### src/verilog/inpos_pkg.sv
package inpos_pkg;
    // ==========================================
    // Register map (word aligned byte addresses)
    localparam logic [7:0]  ADDR_INPOS_RANGE = 8'h00;
    localparam logic [7:0]  ADDR_SPEED_WIDTH = 8'h04;
    localparam logic [7:0]  ADDR_OUT_SELECT  = 8'h08;
    localparam logic [7:0]  ADDR_CONTROL     = 8'h0c;
    localparam logic [7:0]  ADDR_STATUS      = 8'h10;
    localparam logic [7:0]  ADDR_ERROR       = 8'h14;

    // ==========================================
    // Setting limits and reset values
    localparam logic [7:0]  INPOS_RANGE_MAX  = 8'hfa;
    localparam logic [7:0]  INPOS_RANGE_RST  = 8'h01;
    localparam logic [7:0]  SPEED_WIDTH_MAX  = 8'h64;
    localparam logic [7:0]  SPEED_WIDTH_RST  = 8'h0a;
    localparam logic [9:0]  OUT_SEL_MIN      = 10'h06e;
    localparam logic [9:0]  OUT_SEL_MAX      = 10'h29a;
    localparam logic [9:0]  OUT_SEL_RST      = 10'h0d2;
    localparam logic [3:0]  DIGIT_MAX        = 4'h6;
    localparam logic [3:0]  DIGIT_TEN        = 4'ha;

    // ==========================================
    // Widths and modes
    localparam int          ERR_W            = 24;
    localparam int          SPD_W            = 16;
    localparam logic [1:0]  MODE_SPEED       = 2'h0;
    localparam logic [1:0]  MODE_POSITION    = 2'h1;
    localparam logic [1:0]  MODE_TORQUE      = 2'h2;

    // Digit function codes
    localparam logic [3:0]  FN_MATCH         = 4'h0;
    localparam logic [3:0]  FN_RUNNING       = 4'h1;
    localparam logic [3:0]  FN_READY         = 4'h2;
    localparam logic [3:0]  FN_TLIMIT        = 4'h3;
    localparam logic [3:0]  FN_BRAKE         = 4'h4;
    localparam logic [3:0]  FN_OL_WARN       = 4'h5;
    localparam logic [3:0]  FN_OL_ALARM      = 4'h6;

    localparam logic [1:0]  HTRANS_NONSEQ    = 2'h2;
endpackage

### src/verilog/inposition_speed_match_outputs.sv
// Contract
// - Position mode asserts in-position while error magnitude is below the range.
// - In-position range accepts 0 to 250, reset value 1.
// - Torque mode holds in-position asserted regardless of error.
// - Speed mode puts speed-match on the first output pair instead.
// - Speed-match asserts when speed difference magnitude does not exceed width.
// - Speed-match width accepts 0 to 100, reset value 10.
// - Torque mode holds speed-match asserted.
// - Output select is 110 to 666, reset 210; others rejected.
// - Ones digit picks pair one, tens pair two, hundreds pair three.
// - Codes 0..6 map to functions; code 0 only on pair one.
// - Outputs active low: asserted drives line low.
// - Range only affects in-position output, not the servo loop.
//
// The register addresses and the AHB-Lite slave port were decided locally.
`timescale 1ns/1ps
module inposition_speed_match_outputs
    import inpos_pkg::*;
(
    input  wire logic                         i_clock,
    input  wire logic                         i_arst_n,
    input  wire logic                         i_hsel,
    input  wire logic [7:0]                   i_haddr,
    input  wire logic [1:0]                   i_htrans,
    input  wire logic                         i_hwrite,
    input  wire logic [2:0]                   i_hsize,
    input  wire logic [31:0]                  i_hwdata,
    input  wire logic                         i_hready,
    output logic      [31:0]                  o_hrdata,
    output logic                              o_hreadyout,
    output logic                              o_hresp,
    input  wire logic [1:0]                   i_control_mode,
    input  wire logic signed [inpos_pkg::ERR_W-1:0] i_position_error,
    input  wire logic signed [inpos_pkg::SPD_W-1:0] i_speed_reference,
    input  wire logic signed [inpos_pkg::SPD_W-1:0] i_motor_speed,
    input  wire logic                         i_motor_running,
    input  wire logic                         i_servo_ready,
    input  wire logic                         i_torque_limit_detect,
    input  wire logic                         i_brake_control,
    input  wire logic                         i_overload_warning,
    input  wire logic                         i_overload_alarm,
    output logic                              o_pair1_n,
    output logic                              o_pair2_n,
    output logic                              o_pair3_n
);
    import inpos_pkg::*;

    // ==========================================
    // State
    typedef struct packed {
        logic [7:0]       range_reg;
        logic [7:0]       width_reg;
        logic [9:0]       sel_reg;
        logic [3:0]       err_reg;
        logic             wr_pend;
        logic             rd_pend;
        logic [7:0]       addr;
        logic [31:0]      rdata;
        logic [1:0]       mode_s1;
        logic [1:0]       mode_s2;
        logic [ERR_W-1:0] perr_s1;
        logic [ERR_W-1:0] perr_s2;
        logic [SPD_W-1:0] sref_s1;
        logic [SPD_W-1:0] sref_s2;
        logic [SPD_W-1:0] spd_s1;
        logic [SPD_W-1:0] spd_s2;
        logic [5:0]       fl_s1;
        logic [5:0]       fl_s2;
        logic             in_position_out;
        logic             speed_match_out;
        logic [2:0]       pair_n;
        logic             readyout;
        logic             resp;
        logic [1:0]       mode_cmp;
    } state_t;

    state_t state_reg;
    state_t state_next;

    // Pins come out of reset deasserted (high), settings at their defaults
    localparam state_t STATE_RST = '{
        range_reg:       INPOS_RANGE_RST,
        width_reg:       SPEED_WIDTH_RST,
        sel_reg:         OUT_SEL_RST,
        err_reg:         '0,
        wr_pend:         1'b0,
        rd_pend:         1'b0,
        addr:            '0,
        rdata:           '0,
        mode_s1:         '0,
        mode_s2:         '0,
        perr_s1:         '0,
        perr_s2:         '0,
        sref_s1:         '0,
        sref_s2:         '0,
        spd_s1:          '0,
        spd_s2:          '0,
        fl_s1:           '0,
        fl_s2:           '0,
        in_position_out: 1'b0,
        speed_match_out: 1'b0,
        pair_n:          '1,
        readyout:        1'b1,
        resp:            1'b0,
        mode_cmp:        '0
    };

    // ==========================================
    // Helpers
    function automatic logic [ERR_W-1:0] mag_err(input logic [ERR_W-1:0] v);
        mag_err = v[ERR_W-1] ? ERR_W'(-v) : v;
    endfunction

    function automatic logic [SPD_W:0] mag_diff(input logic [SPD_W-1:0] a,
                                               input logic [SPD_W-1:0] b);
        logic signed [SPD_W:0] d;
        d = $signed({a[SPD_W-1], a}) - $signed({b[SPD_W-1], b});
        mag_diff = d[SPD_W] ? (SPD_W+1)'(-d) : d;
    endfunction

    // Range and width settings share one acceptance test
    function automatic logic fits_byte(input logic [31:0] v, input logic [7:0] lim);
        fits_byte = v[31:8] == '0 && v[7:0] <= lim;
    endfunction

    // Strict compare: a zero range never asserts outside torque mode
    function automatic logic pos_hit(input logic [ERR_W-1:0] e, input logic [7:0] lim);
        pos_hit = mag_err(e) < ERR_W'(lim);
    endfunction

    // Inclusive band, symmetric about the reference
    function automatic logic speed_hit(input logic [SPD_W-1:0] a, input logic [SPD_W-1:0] b,
                                       input logic [7:0] lim);
        speed_hit = mag_diff(a, b) <= (SPD_W+1)'(lim);
    endfunction

    function automatic logic [3:0] digit(input logic [9:0] v, input int pos);
        logic [9:0] q;
        q = v;
        for (int k = 0; k < 2; k++) begin
            if (k < pos) begin
                q = q / 10'(DIGIT_TEN);
            end
        end
        digit = 4'(q % 10'(DIGIT_TEN));
    endfunction

    // Three digits, each a code up to six; the match code only on pair one
    function automatic logic sel_valid(input logic [31:0] v);
        logic [3:0] d0;
        logic [3:0] d1;
        logic [3:0] d2;
        d0 = digit(v[9:0], 0);
        d1 = digit(v[9:0], 1);
        d2 = digit(v[9:0], 2);
        sel_valid = v[31:10] == '0 && v[9:0] >= OUT_SEL_MIN && v[9:0] <= OUT_SEL_MAX
                    && d0 <= DIGIT_MAX && d1 <= DIGIT_MAX && d2 <= DIGIT_MAX
                    && d1 != FN_MATCH && d2 != FN_MATCH;
    endfunction

    // Unmapped offsets read as zero
    function automatic logic [31:0] read_word(input logic [7:0] a, input state_t s);
        case (a)
            ADDR_INPOS_RANGE: read_word = {24'h0, s.range_reg};
            ADDR_SPEED_WIDTH: read_word = {24'h0, s.width_reg};
            ADDR_OUT_SELECT:  read_word = {22'h0, s.sel_reg};
            ADDR_CONTROL:     read_word = {30'h0, s.mode_s2};
            ADDR_STATUS:      read_word = {29'h0, ~s.pair_n};
            ADDR_ERROR:       read_word = {28'h0, s.err_reg};
            default:          read_word = '0;
        endcase
    endfunction

    // Pair index 0 is the only one allowed the match function
    function automatic logic pick(input logic [3:0] code, input logic [5:0] fl,
                                  input logic match);
        case (code)
            FN_MATCH:    pick = match;
            FN_RUNNING:  pick = fl[0];
            FN_READY:    pick = fl[1];
            FN_TLIMIT:   pick = fl[2];
            FN_BRAKE:    pick = fl[3];
            FN_OL_WARN:  pick = fl[4];
            FN_OL_ALARM: pick = fl[5];
            default:     pick = 1'b0;
        endcase
    endfunction

    // ==========================================
    // Next state
    logic        wr_take;
    logic        rd_take;
    logic [31:0] wd;
    logic        sel_ok;
    logic        match;

    always_comb begin
        state_next = state_reg;
        wd = i_hwdata;
        wr_take = i_hsel && i_hready && i_htrans == HTRANS_NONSEQ && i_hwrite;
        rd_take = i_hsel && i_hready && i_htrans == HTRANS_NONSEQ && !i_hwrite;

        // Input synchronisers
        state_next.mode_s1 = i_control_mode;
        state_next.mode_s2 = state_reg.mode_s1;
        state_next.perr_s1 = i_position_error;
        state_next.perr_s2 = state_reg.perr_s1;
        state_next.sref_s1 = i_speed_reference;
        state_next.sref_s2 = state_reg.sref_s1;
        state_next.spd_s1  = i_motor_speed;
        state_next.spd_s2  = state_reg.spd_s1;
        state_next.fl_s1   = {i_overload_alarm, i_overload_warning, i_brake_control,
                              i_torque_limit_detect, i_servo_ready, i_motor_running};
        state_next.fl_s2   = state_reg.fl_s1;
        // Mode as the compare stage saw it, so pair one never mixes two modes
        state_next.mode_cmp = state_reg.mode_s2;

        // Bus write data phase: out-of-range settings rejected, old value kept
        sel_ok = sel_valid(wd);
        if (state_reg.wr_pend) begin
            case (state_reg.addr)
                ADDR_INPOS_RANGE: begin
                    if (fits_byte(wd, INPOS_RANGE_MAX)) begin
                        state_next.range_reg = wd[7:0];
                    end else begin
                        state_next.err_reg[0] = 1'b1;
                    end
                end
                ADDR_SPEED_WIDTH: begin
                    if (fits_byte(wd, SPEED_WIDTH_MAX)) begin
                        state_next.width_reg = wd[7:0];
                    end else begin
                        state_next.err_reg[1] = 1'b1;
                    end
                end
                ADDR_OUT_SELECT: begin
                    if (sel_ok) begin
                        state_next.sel_reg = wd[9:0];
                    end else begin
                        state_next.err_reg[2] = 1'b1;
                    end
                end
                ADDR_ERROR: begin
                    // Write one to clear
                    state_next.err_reg = state_reg.err_reg & ~wd[3:0];
                end
                default: begin
                end
            endcase
        end

        // Address phase capture
        state_next.wr_pend = wr_take;
        state_next.rd_pend = rd_take;
        if (wr_take || rd_take) begin
            state_next.addr = i_haddr;
        end
        state_next.rdata = '0;
        if (rd_take) begin
            state_next.rdata = read_word(i_haddr, state_reg);
        end

        // Comparisons on magnitude, every cycle
        state_next.in_position_out = (state_reg.mode_s2 == MODE_TORQUE)
            || (state_reg.mode_s2 == MODE_POSITION
                && pos_hit(state_reg.perr_s2, state_reg.range_reg));
        state_next.speed_match_out = (state_reg.mode_s2 == MODE_TORQUE)
            || (state_reg.mode_s2 == MODE_SPEED
                && speed_hit(state_reg.sref_s2, state_reg.spd_s2,
                             state_reg.width_reg));

        // Range feeds nothing but the in-position flag
        match = (state_reg.mode_cmp == MODE_SPEED) ? state_reg.speed_match_out
                                                  : state_reg.in_position_out;
        state_next.pair_n[0] = ~pick(digit(state_reg.sel_reg, 0), state_reg.fl_s2,
                                     match);
        state_next.pair_n[1] = ~pick(digit(state_reg.sel_reg, 1), state_reg.fl_s2,
                                     1'b0);
        state_next.pair_n[2] = ~pick(digit(state_reg.sel_reg, 2), state_reg.fl_s2,
                                     1'b0);

        // Zero wait states and always OKAY, still driven from flops
        state_next.readyout = 1'b1;
        state_next.resp     = 1'b0;
    end

    always_ff @(posedge i_clock or negedge i_arst_n) begin
        if (!i_arst_n) begin
            state_reg <= STATE_RST;
        end else begin
            state_reg <= state_next;
        end
    end

    // ==========================================
    // Outputs
    always_comb begin
        o_hrdata    = state_reg.rdata;
        o_hreadyout = state_reg.readyout;
        o_hresp     = state_reg.resp;
        o_pair1_n   = state_reg.pair_n[0];
        o_pair2_n   = state_reg.pair_n[1];
        o_pair3_n   = state_reg.pair_n[2];
    end
endmodule

### config.mk
export PLATFORM = sky130hd
export DESIGN_NAME = inposition_speed_match_outputs
export DESIGN_NICKNAME = d
export VERILOG_FILES = /design/src/verilog/inpos_pkg.sv /design/src/verilog/inposition_speed_match_outputs.sv
export SDC_FILE = /design/constraint.sdc
export NUM_CORES = 1
export LEC_CHECK = 0
export ABC_AREA = 0
export BUFFER_PORTS_ARGS = -buffer_cell sky130_fd_sc_hd__buf_2
export CELL_PAD_IN_SITES_DETAIL_PLACEMENT = 1
export CELL_PAD_IN_SITES_GLOBAL_PLACEMENT = 1
export CORE_MARGIN = 5
export CORE_UTILIZATION = 41
export DETAILED_ROUTE_END_ITERATION = 16
export GPL_TIMING_DRIVEN = 0
export PLACE_DENSITY_LB_ADDON = 0.25
export SLEW_MARGIN = 0
export SYNTH_ARGS = -nofsm -noshare
export SYNTH_HDL_FRONTEND = slang
export SYNTH_SLANG_ARGS = --single-unit
### constraint.sdc
create_clock -name i_clock -period 5.7 [get_ports i_clock]
set_input_delay 0.57 -clock i_clock [delete_from_list [all_inputs] [get_ports i_clock]]
set_output_delay 0.57 -clock i_clock [all_outputs]
set_load 0.05 [all_outputs]
==> results by group, run 1 <==
Outcome
  – Outcome: finished, violations left
  – Failing checks: negative setup slack

Detailed routing
  – Router iterations before antenna repair: 4
  – Vias per inst: 5.580
  – Initial DRC count: 526
  – Routed WL per cell: 18.90 µm
  – Vias: 10,670
  – Detail Route Antenna Nets: 0
  – Post-route DRC: 0
  – Total Wirelength: 36,150 µm

Cells and area
  – Core Util, Final: 0.5288
  – Largest register FFs: 105
  – Antenna cell count: 0
  – Area grow syn2layout: 27.62%
  – Most frequent cells in the layout: dfrtp_1, buf_2, buf_4
  – Final instance area: 15,140 µm²
  – Most common cell after layout, fill and taps aside: dfrtp_1
  – Final Instance Count excl. Fillers: 1,913
  – Post-layout net count: 1,681
  – Layout cells sized above 1: 0.3120

Synthesis
  – Mux cell area share after synthesis: 0.04673
  – FFs w/ async S/R, synth: 1.000
  – Seq/Total Area, Yosys: 0.3892
  – Avg Inst Size Synth: 9.259 µm²
  – Simple-gate share of the synthesized area: 0.1750
  – Main combinational cell family by area after synthesis: compound AO/OA/AOI/OAI gates
  – Ys Warns: 0
  – Post-synthesis register bit count: 184
  – Adder-Cell Fraction of Synth Area: 0.05506
  – Top FF cell, synth: dfrtp_1
  – Synth Cell Area: 11,860 µm²
  – EDFF count, synth: 0
  – Yosys cell types: 109
  – Mapped Cells: 1,281
  – Post-synthesis xor/xnor area fraction: 0.03829
  – Post-synthesis compound-gate area fraction: 0.2204

Timing
  – Final setup vio count: 10
  – Fin. max-slew vios: 0
  – Rel. slew slack: 0.3498
  – Worst-margin pin slew: 967.8 ps
  – Setup ws final: -97.76 ps
  – Final min period: 5798 ps
  – Final Hold Viols: 0
  – Final period util: 1.017
  – F_max: 0.1725 GHz
  – Worst Skew: 12.38 ps
  – RSZ-0062 raised after global routing: yes

Clock network
  – H-tree levels: 4
  – Hold_buf cts: 0
  – CTS tree: yes
  – Root Driver: clkbuf_16
  – CTS Buffer Depth: 2
  – CTS Buf Count: 17
  – Clk slew on worst S/H paths: 70 ps
  – CTS Sinks: 184
  – Worst skew pair latency: 440 ps

Run
  – MaxCap Viol Count: 0

Placement
  – GP Congestion: 0.8821
  – Post-DP HPWL: 25,580 µm
  – # port buffers: 118
  – DP Area: 13,090 µm²
  – Post-Place Cells: 1,806

GRT
  – Initial antenna violation count: 0
  – GRT Residual Overflow: 0
  – Vias in the first global route: 11,050
  – Largest net degree at the start of global routing: 119
  – First-pass GRT wire length: 57,700 µm
  – Gr usage total: 0.2125

Pwr
  – Worst vdd ir: 227.7 µV
  – Pleak: 6.558 nW
  – Final Power: 3.505 mW
  – Pwr per Cell Area: 231.5 nW/µm²

Worst setup path
  – R2R Setup Slk: -30 ps
  – Data required, critical path: 6020 ps
  – Reg-to-reg endpoint: o_pair2_n
  – Most frequent CP cell: buf_6
  – Arrival @ worst endpoint: 6120 ps
  – Reg2reg start: state_reg[190]
  – CP Capture Type: register
  – Worst path slowest cell: a2111oi_4
  – Worst Setup Start Kind: input port
  – Reg2reg path depth: 26
  – CP max FO: 7
  – CP Class: in -> reg
  – CP peak stage delay: 360 ps

Min path
  – Hold Crit Class: in -> async

Floorplanning
  – Die height: 180.1 µm
  – Die area: 32,430 µm²
  – Site Rows: 62
  – Initial Util: 0.4144
  – Core Box Area: 28,630 µm²
  – # IOs: 151
  – Die width: 180.1 µm
[critical path: cells and delay by family]
family	cells	cell delay [ps]
adders and majority gates	2	530
AOI/OAI and AO/OA	15	2990
and+or+nand+nor	4	500
buffers and inverters	7	1000
xor gates and xnor gates	2	190
muxes	1	300
[synthesized netlist by cell type, types with 22 or more instances]
cell	number	share of area
nand2_1	88	0.028
buf_2	27	0.011
o211ai_1	28	0.018
inv_1	84	0.027
xnor2_1	42	0.031
a21oi_1	65	0.027
nand3_1	29	0.012
nor3_1	25	0.011
nor2_1	101	0.032
a31oi_1	22	0.012
buf_4	41	0.026
ha_1	49	0.052
o21ai_0	76	0.032
mux2i_1	22	0.019
dfrtp_1	174	0.37
[logic make-up (layout without fill, tap and decap cells)]
group | count (synthesis) | count (layout)
buf+inv | 180 | 406
fa+ha+maj | 52 | 52
other cells | 2 | 24
mux | 49 | 49
xor+xnor | 51 | 51
flops | 184 | 184
compound gates | 366 | 366
simple gates | 397 | 397
[layer usage]
| metal | global-route usage | part of all wire | up-vias |
|---|---|---|---|
| li1 | - | - | 5072 |
| met1 | 0.2792 | 0.44 | 5360 |
| met2 | 0.3770 | 0.52 | 206 |
| met3 | 0.02947 | 0.033 | 36 |
| met4 | 0.04356 | 0.012 | 0 |
| met5 | 0 | 0 | - |
[stage by stage]
stage | hold slack, ps | setup TNS, ps | worst slack [ps]
after floorplan | 274.4 | -2436 | -336.6
after global placement | 331.5 | -16160 | -1455
after detailed placement | 335.5 | -17400 | -1540
after CTS | 85.69 | -1094 | -151.1
after global routing | 103.1 | -3476 | -352.5
final | 56.60 | -458.8 | -97.76
[cell type report]
class                           instances  area, µm²
Clock buffer                           17      425.4
Sequential cell                       184       4617
Inverter                               87      344.1
Timing Repair Buffer                  197       1349
Fill cell                            3226      13490
Clock inverter                         14      167.7
Buffer                                 91      695.7
Multi-Input combinational cell        939       7058
Tap cell                              384      480.5
[power by group]
group          switching (mW)  internal (mW)
clock network           0.558          0.620
registers              0.0379           1.37
logic                   0.514          0.409
total                    1.11           2.40
[worst max path at each step]
| stage | slack (ps) | start | depth (start not counted) | to |
|---|---|---|---|---|
| floorplan | -340 | i_hwdata[9] | 24 | state_reg[183] |
| global placement | -1450 | i_hwdata[8] | 26 | state_reg[183] |
| detailed placement | -1540 | i_hwdata[8] | 26 | state_reg[183] |
| CTS | -150 | i_hwdata[8] | 29 | state_reg[183] |
| global route | -350 | i_hwdata[5] | 30 | state_reg[183] |
| finish | -100 | i_hwdata[7] | 31 | state_reg[183] |
[what timing repair did]
action,in CTS,in global routing
cloned,3,1
pin swaps,48,48
setup endpoints to repair,14,14
setup buffers,47,32
gates resized for setup,129,79
Note: power is estimated with default switching activity, not from simulation.
==> run 2, diff against run 1 <==
--- a/config.mk
+++ b/config.mk
@@ -7,13 +7,16 @@
 export LEC_CHECK = 0
 export ABC_AREA = 0
 export BUFFER_PORTS_ARGS = -buffer_cell sky130_fd_sc_hd__buf_2
+export CAP_MARGIN = 5
 export CELL_PAD_IN_SITES_DETAIL_PLACEMENT = 1
 export CELL_PAD_IN_SITES_GLOBAL_PLACEMENT = 1
 export CORE_MARGIN = 5
-export CORE_UTILIZATION = 41
+export CORE_UTILIZATION = 42
+export CTS_BUF_LIST = sky130_fd_sc_hd__clkbuf_4 sky130_fd_sc_hd__clkbuf_8
 export DETAILED_ROUTE_END_ITERATION = 16
 export GPL_TIMING_DRIVEN = 0
 export PLACE_DENSITY_LB_ADDON = 0.25
+export SKIP_LAST_GASP = 1
 export SLEW_MARGIN = 0
 export SYNTH_ARGS = -nofsm -noshare
 export SYNTH_HDL_FRONTEND = slang
==> run 2 against run 1 <==
Non-clock buffer count fell by 2; die area shrank 2.3%; wire length down 0.19%; critical path depth down 1; flip-flop and latch count is the same; worst hold slack got worse by 55 ps; largest cell class unchanged; the run still ends with negative setup slack left; final cell count down 0.37%; setup slack worse by 95 ps; cell area shrank 1.3%; utilization grew 0.74 points; first-iteration DRC count rose by 21%.
==> results by group, run 2 (synthesis results as in run 1) <==
Detailed routing
  – Met2 wire length: 18,450 µm
  – Vias: 10,650
  – DR WL met3: 1277 µm
  – Routed WL per cell: 18.93 µm
  – WL met1: 15,800 µm
  – Post-route DRC: 0
  – Router iterations before antenna repair: 5
  – Highest metal used: met4
  – Vias per inst: 5.590
  – Total Wirelength: 36,090 µm
  – Initial DRC count: 637
  – Detail Route Antenna Nets: 0

Pwr
  – Pleak: 6.497 nW
  – Clk pwr share: 0.283
  – P_int: 2.112 mW
  – Pwr per Cell Area: 216.4 nW/µm²
  – Net Sw Frac: 0.3465
  – Worst vdd ir: 138.4 µV
  – NetSw: 1.120 mW
  – Comb power frac: 0.283
  – Final Power: 3.232 mW
  – Sequential share of power: 0.434

Cells and area
  – Most frequent cells in the layout: dfrtp_1, buf_2, buf_4
  – Core Util, Final: 0.5362
  – Layout cells sized above 1: 0.3069
  – Antenna cell count: 0
  – Register area: 4617 µm²
  – Final instance area: 14,940 µm²
  – Area grow syn2layout: 25.94%
  – Filler cell count: 3,205
  – Area of the multi-input gates: 7093 µm²
  – Largest register FFs: 105
  – Most common cell after layout, fill and taps aside: dfrtp_1
  – Post-layout net count: 1,679

Timing
  – F_max: 0.1697 GHz
  – Rel. slew slack: 0.2667
  – RSZ-0062 raised after global routing: yes
  – Final setup vio count: 11
  – Final min period: 5893 ps
  – Final period util: 1.034
  – Fin. max-slew vios: 0
  – Final Hold Viols: 0
  – Worst Skew: 18.72 ps
  – Worst-margin pin slew: 1092 ps
  – Worst hold slack: 1.752 ps
  – Setup_tns: -1320 ps
  – Setup ws final: -193.2 ps

Clock network
  – Root Driver: clkbuf_8
  – CTS Buffer Depth: 2
  – Worst skew pair latency: 480 ps
  – CTS tree: yes
  – CTS Buf Count: 17
  – H-tree levels: 4
  – Clk slew on worst S/H paths: 120 ps
  – CTS Sinks: 184

Placement
  – # port buffers: 118
  – DP Area: 13,080 µm²
  – GP Congestion: 0.9082
  – Post-DP HPWL: 25,490 µm

Worst setup path
  – Family with the most delay on the worst path: compound AO/OA/AOI/OAI gates
  – Worst Setup Start Kind: input port
  – CP peak stage delay: 520 ps
  – CP Capture Type: register
  – CP max FO: 10
  – Arrival @ worst endpoint: 6250 ps
  – Data required, critical path: 6060 ps
  – Most frequent CP cell: buf_6
  – Worst path slowest cell: a2111oi_0
  – CP Class: in -> reg
  – Worst path bufs/invs: 7

Floorplanning
  – Die height: 178.1 µm
  – Site Rows: 61
  – Die width: 178.1 µm
  – Core Box Area: 27,860 µm²
  – Die area: 31,700 µm²
  – # IOs: 151
  – Initial Util: 0.4258

GRT
  – Initial antenna violation count: 0
  – GRT Residual Overflow: 0
  – Vias in the first global route: 11,160
  – Gr usage total: 0.2198
  – First-pass GRT wire length: 56,660 µm
  – Largest net degree at the start of global routing: 116

Outcome
  – Failing checks: negative setup slack
  – Outcome: finished, violations left

Min path
  – Hold Crit Class: in -> async

Run
  – MaxCap Viol Count: 0
==> run 2: cell count changes in the layout (fill, tap and decap cells not counted), sizes merged <==
cell      change
clkinvlp      -2
clkbuf        +2
inv           +5
bufbuf        +1
bufinv        -1
clkinv        -1
buf           -5
==> run 2: worst paths after layout <==
| path | cells past startpoint | to | start | slack (ps) |
|---|---|---|---|---|
| worst max register to register | 26 | o_pair2_n | state_reg[192] | -50 |
| worst min register to register | 0 | state_reg[31] | state_next[31] | 350 |
| worst max-delay path | 30 | state_reg[185] | i_hwdata[8] | -190 |
| min in group i_clock | 1 | state_next[92] | i_position_error[7] | 180 |
| max in group asynchronous | 2 | state_reg[88] | i_arst_n | 4760 |
| worst min-delay path | 1 | state_reg[30] | i_arst_n | 2 |
==> run 2: metrics by stage <==
stage          setup WS [ps]  instances
2_1_floorplan         -336.6       1303
3_3_place_gp           -1470       1799
3_5_place_dp           -1609       1800
4_1_cts               -151.0       1875
5_1_grt               -422.6       1906
6_report              -193.2       1906
==> run 2: power by group through the flow <==
stage               registers, mW  logic (mW)  clock network (mW)
floorplan                    1.42       0.521                   0
global placement             1.43       0.691                   0
detailed placement           1.43       0.718                   0
CTS                          1.40       0.834               0.943
global route                 1.41       0.995               0.998
finish                       1.40       0.913               0.915
==> run 2: layout make-up <==
cell class                 count  area share
buffer                        91     0.04774
inverter                      87     0.02261
clock inverter                15     0.01273
sequential                   184      0.3091
multi-input combinational    939      0.4748
timing repair buffer         195     0.08569
clock buffer                  17     0.01566
tap                          378     0.03166
==> run 2: what timing repair did <==
item / 4_1_cts / 5_1_grt
gates resized for setup: 112 / 93
hold buffers: 0 / 0
buffers inserted: 40 / 32
endpoints found under the setup margin: 14 / 14
gates cloned: 4 / 0
pin swaps: 41 / 53
==> run 2: routing by layer <==
metal / vias to the layer above / track usage
li1: 5059 / -
met1: 5333 / 0.2870
met2: 216 / 0.3877
met3: 46 / 0.02777
met4: 0 / 0.05446
met5: - / 0
==> run 3, diff against run 2 <==
--- a/config.mk
+++ b/config.mk
@@ -14,7 +14,6 @@
 export CORE_UTILIZATION = 42
 export CTS_BUF_LIST = sky130_fd_sc_hd__clkbuf_4 sky130_fd_sc_hd__clkbuf_8
 export DETAILED_ROUTE_END_ITERATION = 16
-export GPL_TIMING_DRIVEN = 0
 export PLACE_DENSITY_LB_ADDON = 0.25
 export SKIP_LAST_GASP = 1
 export SLEW_MARGIN = 0
==> run 3 against run 2 <==
The run now ends clean; first-iteration DRC count shrank 1.1%; clock skew grew 4.5 ps; die area is the same.
==> results by group, run 3 (synthesis results as in run 1) <==
Pwr
  – Worst vdd ir: 156.1 µV
  – Pleak: 6.628 nW
  – Pwr per Cell Area: 216.7 nW/µm²

Detailed routing
  – Post-route DRC: 0
  – Total Wirelength: 36,240 µm
  – Routed WL per cell: 18.62 µm
  – Vias: 10,730
  – Router iterations before antenna repair: 4
  – Vias per inst: 5.513
  – Detail Route Antenna Nets: 0
  – Initial DRC count: 630

Floorplanning
  – # IOs: 151
  – Die height: 178.1 µm
  – Initial Util: 0.4258
  – Site Rows: 61
  – Core Box Area: 27,860 µm²
  – Die area: 31,700 µm²
  – Die width: 178.1 µm

Worst setup path
  – Data required, critical path: 6070 ps
  – Worst Setup Start Kind: input port
  – Arrival @ worst endpoint: 5990 ps
  – Start point of the critical path: i_hwdata[8]
  – Reg2reg start: state_reg[190]
  – Worst path slowest cell: a2111oi_1
  – CP Capture Type: register
  – CP peak stage delay: 590 ps
  – Most frequent CP cell: buf_6
  – CP max FO: 7
  – CP Class: in -> reg

Cells and area
  – Most common cell after layout, fill and taps aside: buf_4
  – Largest register FFs: 105
  – Most frequent cells in the layout: buf_4, dfrtp_1, buf_2
  – Area grow syn2layout: 26.68%
  – Layout cells sized above 1: 0.3257
  – Antenna cell count: 0
  – Final Instance Count excl. Fillers: 1,947
  – Post-layout net count: 1,720
  – Final instance area: 15,030 µm²

Timing
  – Worst hold slack: 186.4 ps
  – Setup_tns: 0 ps
  – Final Hold Viols: 0
  – Fin. max-slew vios: 0
  – Final setup vio count: 0
  – Rel. slew slack: 0.3574
  – Final period util: 0.9859
  – Worst Skew: 23.19 ps
  – Setup ws final: 80.27 ps
  – F_max: 0.1779 GHz
  – Worst-margin pin slew: 961.9 ps
  – Final min period: 5620 ps
  – RSZ-0062 raised after global routing: yes

Run
  – MaxCap Viol Count: 0

Placement
  – Post-Place Cells: 1,892
  – GP Congestion: 0.8743
  – Post-DP HPWL: 27,670 µm
  – Dpl ws: -490.5 ps
  – # port buffers: 123
  – DP Area: 13,890 µm²

Outcome
  – Outcome: completed

GRT
  – Largest net degree at the start of global routing: 117
  – First-pass GRT wire length: 57,500 µm
  – GRT Residual Overflow: 0
  – Vias in the first global route: 11,270
  – Initial antenna violation count: 0
  – Gr usage total: 0.2239

Min path
  – Hold Crit Class: in -> async

Clock network
  – Clk slew on worst S/H paths: 110 ps
  – CTS Sinks: 184
  – CTS Buffer Depth: 2
  – CTS tree: yes
  – Root Driver: clkbuf_8
  – Worst skew pair latency: 480 ps
  – H-tree levels: 4
  – CTS Buf Count: 17
[run 3: repair_timing]
action	4_1_cts	5_1_grt
pin swaps	9	39
hold buffers	0	0
gates cloned	0	1
setup buffers	6	18
endpoints found under the setup margin	4	14
resized for setup	16	113
[run 3: per-layer routing]
layer  GRT usage  share of wire
met5           0              0
met4     0.05511          0.017
met3     0.02565          0.031
met2      0.3934           0.51
met1      0.2954           0.44
[run 3: critical path, delay by kind of cell]
family / cells / cell delay [ps]
fa+ha+maj: 2 / 430
mux: 2 / 400
xor+xnor: 2 / 310
compound gates: 12 / 2550
buf+inv: 4 / 610
simple gates: 4 / 1110
[run 3: worst paths after layout]
path	to	slack (ps)	cells past startpoint
worst max-delay path	state_reg[185]	80	26
worst min-delay path	state_reg[62]	190	1
worst max register to register	o_pair2_n	110	24
worst min register to register	state_reg[107]	340	0
max in group asynchronous	state_reg[85]	4040	2
min in group i_clock	state_next[101]	190	1
[run 3: cell type report]
class	count	area (µm²)
repair buffers	327	2277
clock inverters	15	185.2
clock buffers	17	234.0
inverters	87	330.3
well taps	378	473.0
flip-flops and latches	184	4618
multi-input cells	939	6908
fillers	3214	12830
[run 3: per-stage QoR]
| step | power, mW | util |
|---|---|---|
| after floorplan | 1.936 | - |
| after global placement | 2.219 | 0.4985 |
| after detailed placement | 2.257 | 0.4985 |
| after CTS | 3.214 | 0.5178 |
| after global routing | 3.437 | 0.5394 |
| final | 3.256 | 0.5394 |
[run 3: where the power goes]
group	switching, mW	internal (mW)	leakage, nW
combinational	0.494	0.417	4.24
sequential	0.0402	1.37	2.19
clock	0.567	0.371	0.201
